**config.mk**
```make
export PLATFORM = sky130hd
export DESIGN_NAME = cosl_comm
export DESIGN_NICKNAME = d
export VERILOG_FILES = /design/src/rtl/cosl_pkg.sv /design/src/rtl/cosl_buf_if.sv /design/src/rtl/cosl_skid_buf.sv /design/src/rtl/cosl_comm.sv
export VERILOG_INCLUDE_DIRS = /design/src /design/src/rtl
export SDC_FILE = /design/constraint.sdc
export NUM_CORES = 1
export LEC_CHECK = 0
export BUFFER_PORTS_ARGS = -buffer_cell sky130_fd_sc_hd__buf_4
export CELL_PAD_IN_SITES_DETAIL_PLACEMENT = 1
export CELL_PAD_IN_SITES_GLOBAL_PLACEMENT = 2
export CORE_ASPECT_RATIO = 1.25
export CORE_MARGIN = 1.5
export CORE_UTILIZATION = 27
export DETAILED_ROUTE_END_ITERATION = 6
export GPL_TIMING_DRIVEN = 0
export PLACE_DENSITY_LB_ADDON = 0.1
export SLEW_MARGIN = 10
export SYNTH_ARGS = -nofsm -noshare
export SYNTH_HDL_FRONTEND = slang
export SYNTH_SLANG_ARGS = --single-unit
```
**constraint.sdc**
```tcl
create_clock -name clk_sys -period 6.7 [get_ports clk_sys]
set_input_delay 1.005 -clock clk_sys [delete_from_list [all_inputs] [get_ports clk_sys]]
set_output_delay 1.005 -clock clk_sys [all_outputs]
set_load 0.03 [all_outputs]
```
**src/rtl/cosl_consts.svh**
```systemverilog
`ifndef COSL_CONSTS_SVH
`define COSL_CONSTS_SVH
`define COSL_ID_W 11
`define COSL_FC_HI 10
`define COSL_FC_LO 7
`define COSL_NODE_HI 6
`define COSL_ID_NMT 11'h000
`define COSL_ID_SYNC 11'h080
`define COSL_ID_EMCY_BASE 11'h080
`define COSL_ID_TPDO1 11'h181
`define COSL_ID_TPDO2 11'h281
`define COSL_ID_TPDO3 11'h381
`define COSL_ID_TPDO4 11'h481
`define COSL_ID_RPDO1 11'h201
`define COSL_ID_RPDO2 11'h301
`define COSL_ID_RPDO3 11'h401
`define COSL_ID_RPDO4 11'h501
`define COSL_ID_TSDO 11'h581
`define COSL_ID_RSDO 11'h601
`define COSL_ID_GUARD 11'h701
`define COSL_NMT_PREOP 8'h80
`define COSL_NMT_START 8'h01
`define COSL_NMT_STOP 8'h02
`define COSL_NMT_RSTNODE 8'h81
`define COSL_NMT_RSTCOMM 8'h82
`define COSL_NMT_DLC 4'h2
`define COSL_SYNC_DLC 4'h0
`define COSL_EMCY_DLC 4'h8
`define COSL_TT_ACYC 8'h00
`define COSL_TT_SYNC 8'h01
`define COSL_TT_CYC_MAX 8'hf0
`define COSL_TT_ONCE 8'hff
`define COSL_TT_RESET 8'hff
`define COSL_MAX_DLC 4'h8
`endif

```
**src/rtl/cosl_pkg.sv**
```systemverilog
package cosl_pkg;
   typedef enum logic [2:0] {
      COSL_INIT, COSL_PREOP, COSL_OPER, COSL_STOPPED, COSL_RESET
   } cosl_nmt_state_t;
   typedef struct packed {
      logic [10:0] id;
      logic rtr;
      logic [3:0] dlc;
      logic [63:0] data;
   } cosl_frame_t;
endpackage

```
**src/rtl/cosl_buf_if.sv**
```systemverilog
`timescale 1ns/10ps
`default_nettype none
interface cosl_buf_if;
   import cosl_pkg::*;
   logic valid;
   logic ready;
   cosl_frame_t frame;
   modport src (output valid, output frame, input ready);
   modport snk (input valid, input frame, output ready);
endinterface
`default_nettype wire

```
**src/rtl/cosl_skid_buf.sv**
```systemverilog
`timescale 1ns/10ps
`default_nettype none
module cosl_skid_buf
   import cosl_pkg::*;
(
   input wire logic clk_sys,
   input wire logic srst,
   cosl_buf_if.snk inP,
   cosl_buf_if.src outP
);
   // Two-entry queue, slot 0 is the head
   cosl_frame_t slot_q [2];
   logic [1:0] count_q;
   wire pushOk = inP.valid && (count_q != 2'h2);
   wire popOk = outP.ready && (count_q != 2'h0);
   assign inP.ready = (count_q != 2'h2);
   assign outP.valid = (count_q != 2'h0);
   assign outP.frame = slot_q[0];

   // Occupancy
   always_ff @(posedge clk_sys) begin
      if (srst) count_q <= 2'h0;
      else count_q <= count_q + {1'b0, pushOk} - {1'b0, popOk};
   end

   // Storage shift on pop, write behind the head
   always_ff @(posedge clk_sys) begin
      if (popOk) slot_q[0] <= slot_q[1];
      if (pushOk) begin
         if (count_q == 2'h0 || (count_q == 2'h1 && popOk)) slot_q[0] <= inP.frame;
         else slot_q[count_q[0]] <= inP.frame;
      end
   end
endmodule
`default_nettype wire

```
**src/rtl/cosl_comm.sv**
```systemverilog
`timescale 1ns/10ps
`default_nettype none
`include "cosl_consts.svh"
// Overview of operation
// - Identifier: bits 10..7 function code, bits 6..0 node address.
// - Broadcasts use address zero; peer objects use addresses 1 to 127.
// - Transmit process data at 181h/281h/381h/481h plus node minus one.
// - Accept receive process data at 201h/301h/401h/501h plus node minus one.
// - Service requests at 601h, offset by node; no replies are generated.
// - Frame: identifier, RTR bit, 4-bit length, zero to eight data bytes.
// - Management commands on identifier 00h; never answered.
// - Management frame: command byte then target address; zero means all.
// - Boot and 80h enter pre-operational: service yes, process data no.
// - 01h goes operational from pre-operational only: process data and SYNC enabled.
// - Entering operational sends every object with type 255.
// - 02h enters stopped: no service, no process data, SYNC ignored.
// - 81h re-initialises communication as a node reset; a pending emergency stays latched.
// - 82h re-initialises communication and clears the guarding toggle.
// - SYNC is 80h with length zero and triggers transmit objects.
// - SYNC sends an object only with type 1 while operational.
// - Types live in sub-object 2 of 1800..1803, writable by service data.
// - Legal types: 0, 1 to 240, and 255.
// - Errors in pre-operational or operational send emergency 80h plus node with eight data bytes.
module cosl_comm
   import cosl_pkg::*;
#(
   parameter int NUM_TPDO = 4
) (
   input wire logic clk_sys,
   input wire logic srst,
   input wire logic [6:0] nodeId,
   input wire logic rxValid,
   input wire logic [10:0] rxId,
   input wire logic rxRtr,
   input wire logic [3:0] rxDlc,
   input wire logic [63:0] rxData,
   input wire logic [1:0] ttWrIdx,
   input wire logic [7:0] ttWrValue,
   input wire logic ttWrStb,
   input wire logic [63:0] tpdoData [4],
   input wire logic errEvent,
   input wire logic [63:0] errPayload,
   output logic txValid,
   input wire logic txReady,
   output logic [10:0] txId,
   output logic txRtr,
   output logic [3:0] txDlc,
   output logic [63:0] txData,
   output logic [2:0] nmtState,
   output logic [3:0] rpdoStb,
   output logic [63:0] rpdoData,
   output logic sdoReqStb,
   output logic [63:0] sdoReqData,
   output logic ttWrReject,
   output logic guardToggle,
   output logic commResetStb
);
   // Only four transmit objects are decoded
   if (NUM_TPDO != 4) $error("NUM_TPDO must be 4");

   cosl_nmt_state_t state_q, state_d;
   logic [7:0] ttype_q [4];
   logic [3:0] pendSync_q, pendOnce_q, pendErr_q;
   logic errPend_q;
   logic [63:0] errData_q;
   logic [3:0] rpdoStb_q;
   logic [63:0] rpdoData_q, sdoData_q;
   logic sdoStb_q, rej_q, tog_q, crst_q;
   logic [2:0] nmtState_q;

   // Identifier fields and receive decode
   wire [3:0] rxFunc = rxId[`COSL_FC_HI:`COSL_FC_LO];
   wire [6:0] rxNode = rxId[`COSL_NODE_HI:0];
   wire [10:0] nodeOff = {4'h0, nodeId} - 11'h001;
   wire nodeOk = nodeId != 7'h00;
   wire [7:0] cmdByte = rxData[7:0];
   wire [7:0] addrByte = rxData[15:8];
   wire isNmt = rxValid && {rxFunc, rxNode} == `COSL_ID_NMT && !rxRtr;
   wire nmtHit = isNmt && rxDlc == `COSL_NMT_DLC &&
      (addrByte == 8'h00 || addrByte == {1'b0, nodeId});
   wire isSync = rxValid && {rxFunc, rxNode} == `COSL_ID_SYNC &&
      rxDlc == `COSL_SYNC_DLC;
   wire guardReq = rxValid && nodeOk && rxRtr &&
      rxId == `COSL_ID_GUARD + nodeOff;
   wire syncAct = isSync && state_q == COSL_OPER;
   wire sdoHit = rxValid && nodeOk && !rxRtr &&
      rxId == `COSL_ID_RSDO + nodeOff &&
      (state_q == COSL_PREOP || state_q == COSL_OPER);
   wire dlcOk = rxDlc <= `COSL_MAX_DLC;
   wire [3:0] rpdoHit;
   assign rpdoHit[0] = rxId == `COSL_ID_RPDO1 + nodeOff;
   assign rpdoHit[1] = rxId == `COSL_ID_RPDO2 + nodeOff;
   assign rpdoHit[2] = rxId == `COSL_ID_RPDO3 + nodeOff;
   assign rpdoHit[3] = rxId == `COSL_ID_RPDO4 + nodeOff;
   wire rpdoAct = rxValid && nodeOk && !rxRtr && dlcOk &&
      state_q == COSL_OPER;
   wire ttLegal = ttWrValue <= `COSL_TT_CYC_MAX ||
      ttWrValue == `COSL_TT_ONCE;
   wire ttWrOk = ttWrStb && ttLegal;
   wire enterOper = state_q != COSL_OPER && state_d == COSL_OPER;
   wire nmtLive = state_q != COSL_INIT && state_q != COSL_RESET;
   wire doReset = nmtHit && nmtLive && (cmdByte == `COSL_NMT_RSTNODE ||
      cmdByte == `COSL_NMT_RSTCOMM);
   wire [10:0] tpdoBase [4];
   assign tpdoBase[0] = `COSL_ID_TPDO1;
   assign tpdoBase[1] = `COSL_ID_TPDO2;
   assign tpdoBase[2] = `COSL_ID_TPDO3;
   assign tpdoBase[3] = `COSL_ID_TPDO4;

   // Management state machine; boot starts in initialisation, then pre-operational
   always_comb begin
      state_d = state_q;
      case (state_q)
         COSL_INIT: state_d = COSL_PREOP;
         COSL_RESET: state_d = COSL_PREOP;
         default: begin
            if (nmtHit) begin
               case (cmdByte)
                  `COSL_NMT_PREOP: state_d = COSL_PREOP;
                  `COSL_NMT_START: begin
                     if (state_q == COSL_PREOP) state_d = COSL_OPER;
                  end
                  `COSL_NMT_STOP: state_d = COSL_STOPPED;
                  `COSL_NMT_RSTNODE: state_d = COSL_RESET;
                  `COSL_NMT_RSTCOMM: state_d = COSL_RESET;
                  default: state_d = state_q;
               endcase
            end
         end
      endcase
   end

   always_ff @(posedge clk_sys) begin
      if (srst) state_q <= COSL_INIT;
      else state_q <= state_d;
   end

   // Transmission types, sub-object 2 of the four parameter objects
   always_ff @(posedge clk_sys) begin
      if (srst || doReset) begin
         for (int i = 0; i < 4; i++) ttype_q[i] <= `COSL_TT_RESET;
      end else if (ttWrOk) begin
         ttype_q[ttWrIdx] <= ttWrValue;
      end
   end

   // Per-object send requests from SYNC and from entering operational
   logic [3:0] syncSel, onceSel;
   always_comb begin
      for (int i = 0; i < 4; i++) begin
         syncSel[i] = syncAct && ttype_q[i] == `COSL_TT_SYNC;
         onceSel[i] = enterOper && ttype_q[i] == `COSL_TT_ONCE;
      end
   end

   // Transmit arbitration: emergency first, then lowest object
   cosl_buf_if txIn();
   cosl_buf_if txOut();
   logic [3:0] pend;
   logic [1:0] pick;
   logic anyPend;
   assign pend = pendSync_q | pendOnce_q;
   always_comb begin
      pick = 2'h0;
      anyPend = 1'b0;
      for (int i = 3; i >= 0; i--) begin
         if (pend[i]) begin
            pick = 2'(i);
            anyPend = 1'b1;
         end
      end
   end
   wire sendErr = errPend_q && nodeOk;
   wire canSend = state_q == COSL_OPER || state_q == COSL_PREOP;
   assign txIn.valid = sendErr || (anyPend && state_q == COSL_OPER);
   wire txTake = txIn.valid && txIn.ready;
   wire tookPdo = txTake && !sendErr;
   always_comb begin
      txIn.frame.rtr = 1'b0;
      if (sendErr) begin
         txIn.frame.id = `COSL_ID_EMCY_BASE + {4'h0, nodeId};
         txIn.frame.dlc = `COSL_EMCY_DLC;
         txIn.frame.data = errData_q;
      end else begin
         txIn.frame.id = tpdoBase[pick] + nodeOff;
         txIn.frame.dlc = `COSL_MAX_DLC;
         txIn.frame.data = tpdoData[pick];
      end
   end

   // Pending flags; a new trigger wins over the clear
   always_ff @(posedge clk_sys) begin
      if (srst || doReset || state_q != COSL_OPER) begin
         pendSync_q <= 4'h0;
         pendOnce_q <= onceSel;
      end else begin
         for (int i = 0; i < 4; i++) begin
            pendSync_q[i] <= syncSel[i] ||
               (pendSync_q[i] && !(tookPdo && pick == 2'(i)));
            pendOnce_q[i] <= pendOnce_q[i] && !(tookPdo && pick == 2'(i) &&
               !pendSync_q[i]);
         end
      end
   end

   // Emergency request latch
   always_ff @(posedge clk_sys) begin
      if (srst) begin
         errPend_q <= 1'b0;
         errData_q <= 64'h0;
      end else if (errEvent && canSend) begin
         errPend_q <= 1'b1;
         errData_q <= errPayload;
      end else if (txTake && sendErr) begin
         errPend_q <= 1'b0;
      end
   end

   cosl_skid_buf u_txbuf (
      .clk_sys(clk_sys),
      .srst(srst),
      .inP(txIn),
      .outP(txOut)
   );
   assign txOut.ready = txReady && txValid;

   // Registered transmit outputs, follow the buffer head
   always_ff @(posedge clk_sys) begin
      if (srst) begin
         txValid <= 1'b0;
         txId <= 11'h0;
         txRtr <= 1'b0;
         txDlc <= 4'h0;
         txData <= 64'h0;
      end else if (!txValid || txReady) begin
         txValid <= txOut.valid && !(txValid && txReady);
         txId <= txOut.frame.id;
         txRtr <= txOut.frame.rtr;
         txDlc <= txOut.frame.dlc;
         txData <= txOut.frame.data;
      end
   end

   // Received data delivery and status
   always_ff @(posedge clk_sys) begin
      if (srst) begin
         rpdoStb_q <= 4'h0;
         rpdoData_q <= 64'h0;
         sdoStb_q <= 1'b0;
         sdoData_q <= 64'h0;
         rej_q <= 1'b0;
         tog_q <= 1'b0;
         crst_q <= 1'b0;
         nmtState_q <= 3'h0;
      end else begin
         rpdoStb_q <= rpdoAct ? rpdoHit : 4'h0;
         if (rpdoAct) rpdoData_q <= rxData;
         sdoStb_q <= sdoHit;
         if (sdoHit) sdoData_q <= rxData;
         rej_q <= ttWrStb && !ttLegal;
         if (doReset) tog_q <= 1'b0;
         else if (guardReq) tog_q <= !tog_q;
         crst_q <= doReset;
         nmtState_q <= 3'(state_d);
      end
   end
   assign rpdoStb = rpdoStb_q;
   assign rpdoData = rpdoData_q;
   assign sdoReqStb = sdoStb_q;
   assign sdoReqData = sdoData_q;
   assign ttWrReject = rej_q;
   assign guardToggle = tog_q;
   assign commResetStb = crst_q;
   assign nmtState = nmtState_q;
endmodule
`default_nettype wire

```
==> flow_metrics.tcl <==
set metrics [dict create \
    status "finished clean" \
    synth_area_leaders "dfxtp_1 27%, edfxtp_1 26%, nand2_1 14%, a21oi_1 5.0%, nand3_1 4.7%" \
    synth.avg_cell_area_um2 8.81 \
    p_int_uw 5170 \
    antenna_found_initial 17 \
    start_kind "input port" \
    crit_buf_inv 9 \
    hold_viol_final 0 \
    path_class "input port to flip-flop" \
    period_share_pct 70.6 \
    initial_core_util_pct 27.2 \
    grt_pass1_wl_um 134000 \
    grt_max_degree 28 \
    core_um2 78600 \
    vias_per_cell 4.66 \
    grt_usage_pct 22.4 \
    switching_share_pct 24.5 \
    cts_resized 0 \
    multi_input_area_um2 9300 \
    clock_skew_ps 28.5 \
    cp_cell_sequence "buf_4 > clkbuf_1 > inv_1 > ha_1 > or4b_2 > clkbuf_1 > nand2_1 > a21oi_1 > nand2_1 > buf_2 > buf_4 > o21ai_4 > buf_16 > buf_16 > buf_16" \
    r2r-start "pendSync_q[0]" \
    cts.clk_slew.worst_paths_ps 50 \
    ff_latch_area_um2 11300 \
    p_clk_share_pct 43.1 \
    overflow 0 \
    tritoncts "yes" \
    post-synth-top-area-cell "dfxtp_1" \
    powerDensity_nw_per_um2 233 \
    yosys.area_share.xor_xnor_pct 1.25 \
    fillers 9341 \
    worstHoldPathType "flip-flop to flip-flop" \
    synth_ff_type "dfxtp_1" \
    worst_setup_path_end_kind "flip-flop" \
    boundaryPins 643 \
    r2r_end "u_txbuf.slot_q[0][60]" \
    rrSetupSlack_ps 2620 \
    placedCellCount 4119 \
    pwr-share-comb_pct 11.2 \
    hp-start "txData[20]" \
    area_delta_synth_final_pct 37.9 \
    yosysWarnings 0 \
    p_switching_uw 1680 \
    route.antenna.remaining_nets 0 \
    totalWireLength_um 92900 \
    vdd.ir_drop.worst_v 0.000216 \
    max_stage_delay_ps 600 \
    maxCapViolCount 0 \
    root_buffer "clkbuf_16" \
    ys_async_sr_fraction_pct 0 \
    mappedNetlistArea_um2 21400 \
    synth_compound_area_share_pct 6.98 \
    synth_cell_types 63 \
    ys_seq_area_share_pct 52.9 \
    die_h_um 317 \
    die_x_um 255 \
    critical_path_arrival_ps 5060 \
    drc 0 \
    reg2reg_depth 10 \
    final_max_slew_viol_count 0 \
    whs_ps 454 \
    holdPathStages 2 \
    placed_area_um2 27600 \
    required_ps 7040 \
    yosys.area_share.simple_pct 27.6 \
    dieArea_um2 80800 \
    post-dp-hpwl_um 74900 \
    final_cell_mix "818 x nand2_1, 637 x buf_4, 291 x dfxtp_1, 215 x a21oi_1, 199 x nand3_1" \
    design_area_um2 29400 \
    cpMaxStageDelayCell "or4b_2" \
    drive_gt1_share_pct 26.7 \
    p_seq_share_pct 45.7 \
    gp_congestion 0.855 \
    syn-instance-count 2425 \
    layout_commonest_cell "nand2_1" \
    post_synth_mux_area_share_pct 7.00 \
    post_cts_buffers 0 \
    min_to "txData[20]" \
    slew_headroom_pct 16.5 \
    rsz0062_at_grt "no" \
    synth_top_area_share_pct 27.3 \
    fin_crit_ps 4730 \
    power_leakage_uw 0.0119 \
    port_buffers 630 \
    fin_cells 4233 \
    max_clock_freq_mhz 212 \
    synth_edf_count 182 \
    routedWlPerCell_um 22.0 \
    timing.critical_path.mode_cell "buf_16" \
    clock_latency_ps 610 \
    tightest_slew_ps 1250 \
    nets 3553 \
    drt_pre_antenna_iters 6 \
    cts_htree_levels 2 \
    cts.sinks 473 \
    crit_fanout 20 \
    grt_pass1_vias 21000 \
    finalSetupViolations 0 \
    rows 115 \
    cts_buffer_depth 3 \
    num_vias 19700 \
    cts_buffers 53 \
    cp_top_family "buffers and inverters" \
    postCtsHoldBufs 0 \
    synth-adder-area-share_pct 0.527 \
    synth_seq_cells 473 \
    drtIter0Drc 767 \
    synth_top_family_by_area "simple AND/OR/NAND/NOR gates" \
]
## registers in the layout (all words and copies together), names as in the netlist
name,count
commResetStb,1
errData_q,64
errPend_q,1
guardToggle,1
nmtState,3
pendOnce_q,4
pendSync_q,4
rpdoData,64
rpdoStb,4
sdoReqData,64
sdoReqStb,1
ttWrReject,1
ttype_q,32
txData,64
txDlc,1
txId,11
txValid,1
u_txbuf.count_q,2
u_txbuf.slot_q,150
## per-layer routing
| layer | track usage, % | part of all wire [%] | vias up |
|---|---|---|---|
| met5 | 0 | 0.063 | - |
| met4 | 8.39 | 3.2 | 8 |
| met3 | 6.16 | 6.8 | 124 |
| met2 | 40.6 | 52 | 524 |
| met1 | 24.5 | 38 | 9510 |
| li1 | - | - | 9577 |
## worst min-delay path: cells and delay by family, from the launching register on
kind / cells / cell delay, ps
compound gates: 1 / 50
flops: 1 / 310
simple gates: 1 / 50
## power by group through the flow
stage | Combinational (uW) | Clock [uW] | Sequential (uW)
detailed placement | 779 | 0 | 3190
CTS | 783 | 3050 | 3130
global route | 836 | 3160 | 3140
global placement | 754 | 0 | 3190
floorplan | 290 | 0 | 3240
finish | 767 | 2950 | 3130
## cell usage after synthesis, drive strengths merged, types with 23 or more instances
cell type and n:
edfxtp 182, nor2 36, or2 23, nand2b 147, a21oi 215, mux2i 66, dfxtp 291, nand3 199
mux2 74, buf 47, clkbuf 127, nand2 818
## metrics by stage
stage / worst slack [ps] / setup TNS [ps] / util (%) / power [uW]
6_report: 1970 / 0 / 37.5 / 6850
5_1_grt: 1730 / 0 / 37.5 / 7130
4_1_cts: 1850 / 0 / 37.4 / 6960
3_5_place_dp: 1240 / 0 / 35.2 / 3970
3_3_place_gp: -2880 / -372130 / 34.9 / 3950
2_1_floorplan: 531 / 0 / - / 3530
## cells by family (layout without fill, tap and decap cells)
kind of cell    Yosys count  after routing
buf+inv                 186            923
compound gates          272            272
fa+ha+maj                 9              9
xor+xnor                 29             29
flops                   473            473
simple gates           1315           1315
other cells               1             19
mux                     140            140
## final cells by class
cell class / instances / area share, %
diodes: 15 / 0.127
plain buffers: 174 / 2.57
clock buffers: 83 / 5.41
clock inverters: 16 / 0.565
inverters: 12 / 0.153
multi-input cells: 1769 / 31.6
flip-flops and latches: 473 / 38.3
well taps: 1053 / 4.47
repair buffers: 638 / 16.8
## worst max-delay path by stage
stage,depth (start not counted),startpoint,to
finish,15,nodeId[0],u_txbuf.slot_q[0][28]
global route,15,nodeId[0],u_txbuf.slot_q[0][23]
CTS,15,nodeId[0],u_txbuf.slot_q[0][32]
detailed placement,15,nodeId[0],u_txbuf.slot_q[0][33]
global placement,9,nodeId[0],u_txbuf.slot_q[1][48]
floorplan,8,nodeId[0],u_txbuf.slot_q[1][0]
Power figures use the tool's default switching activity.
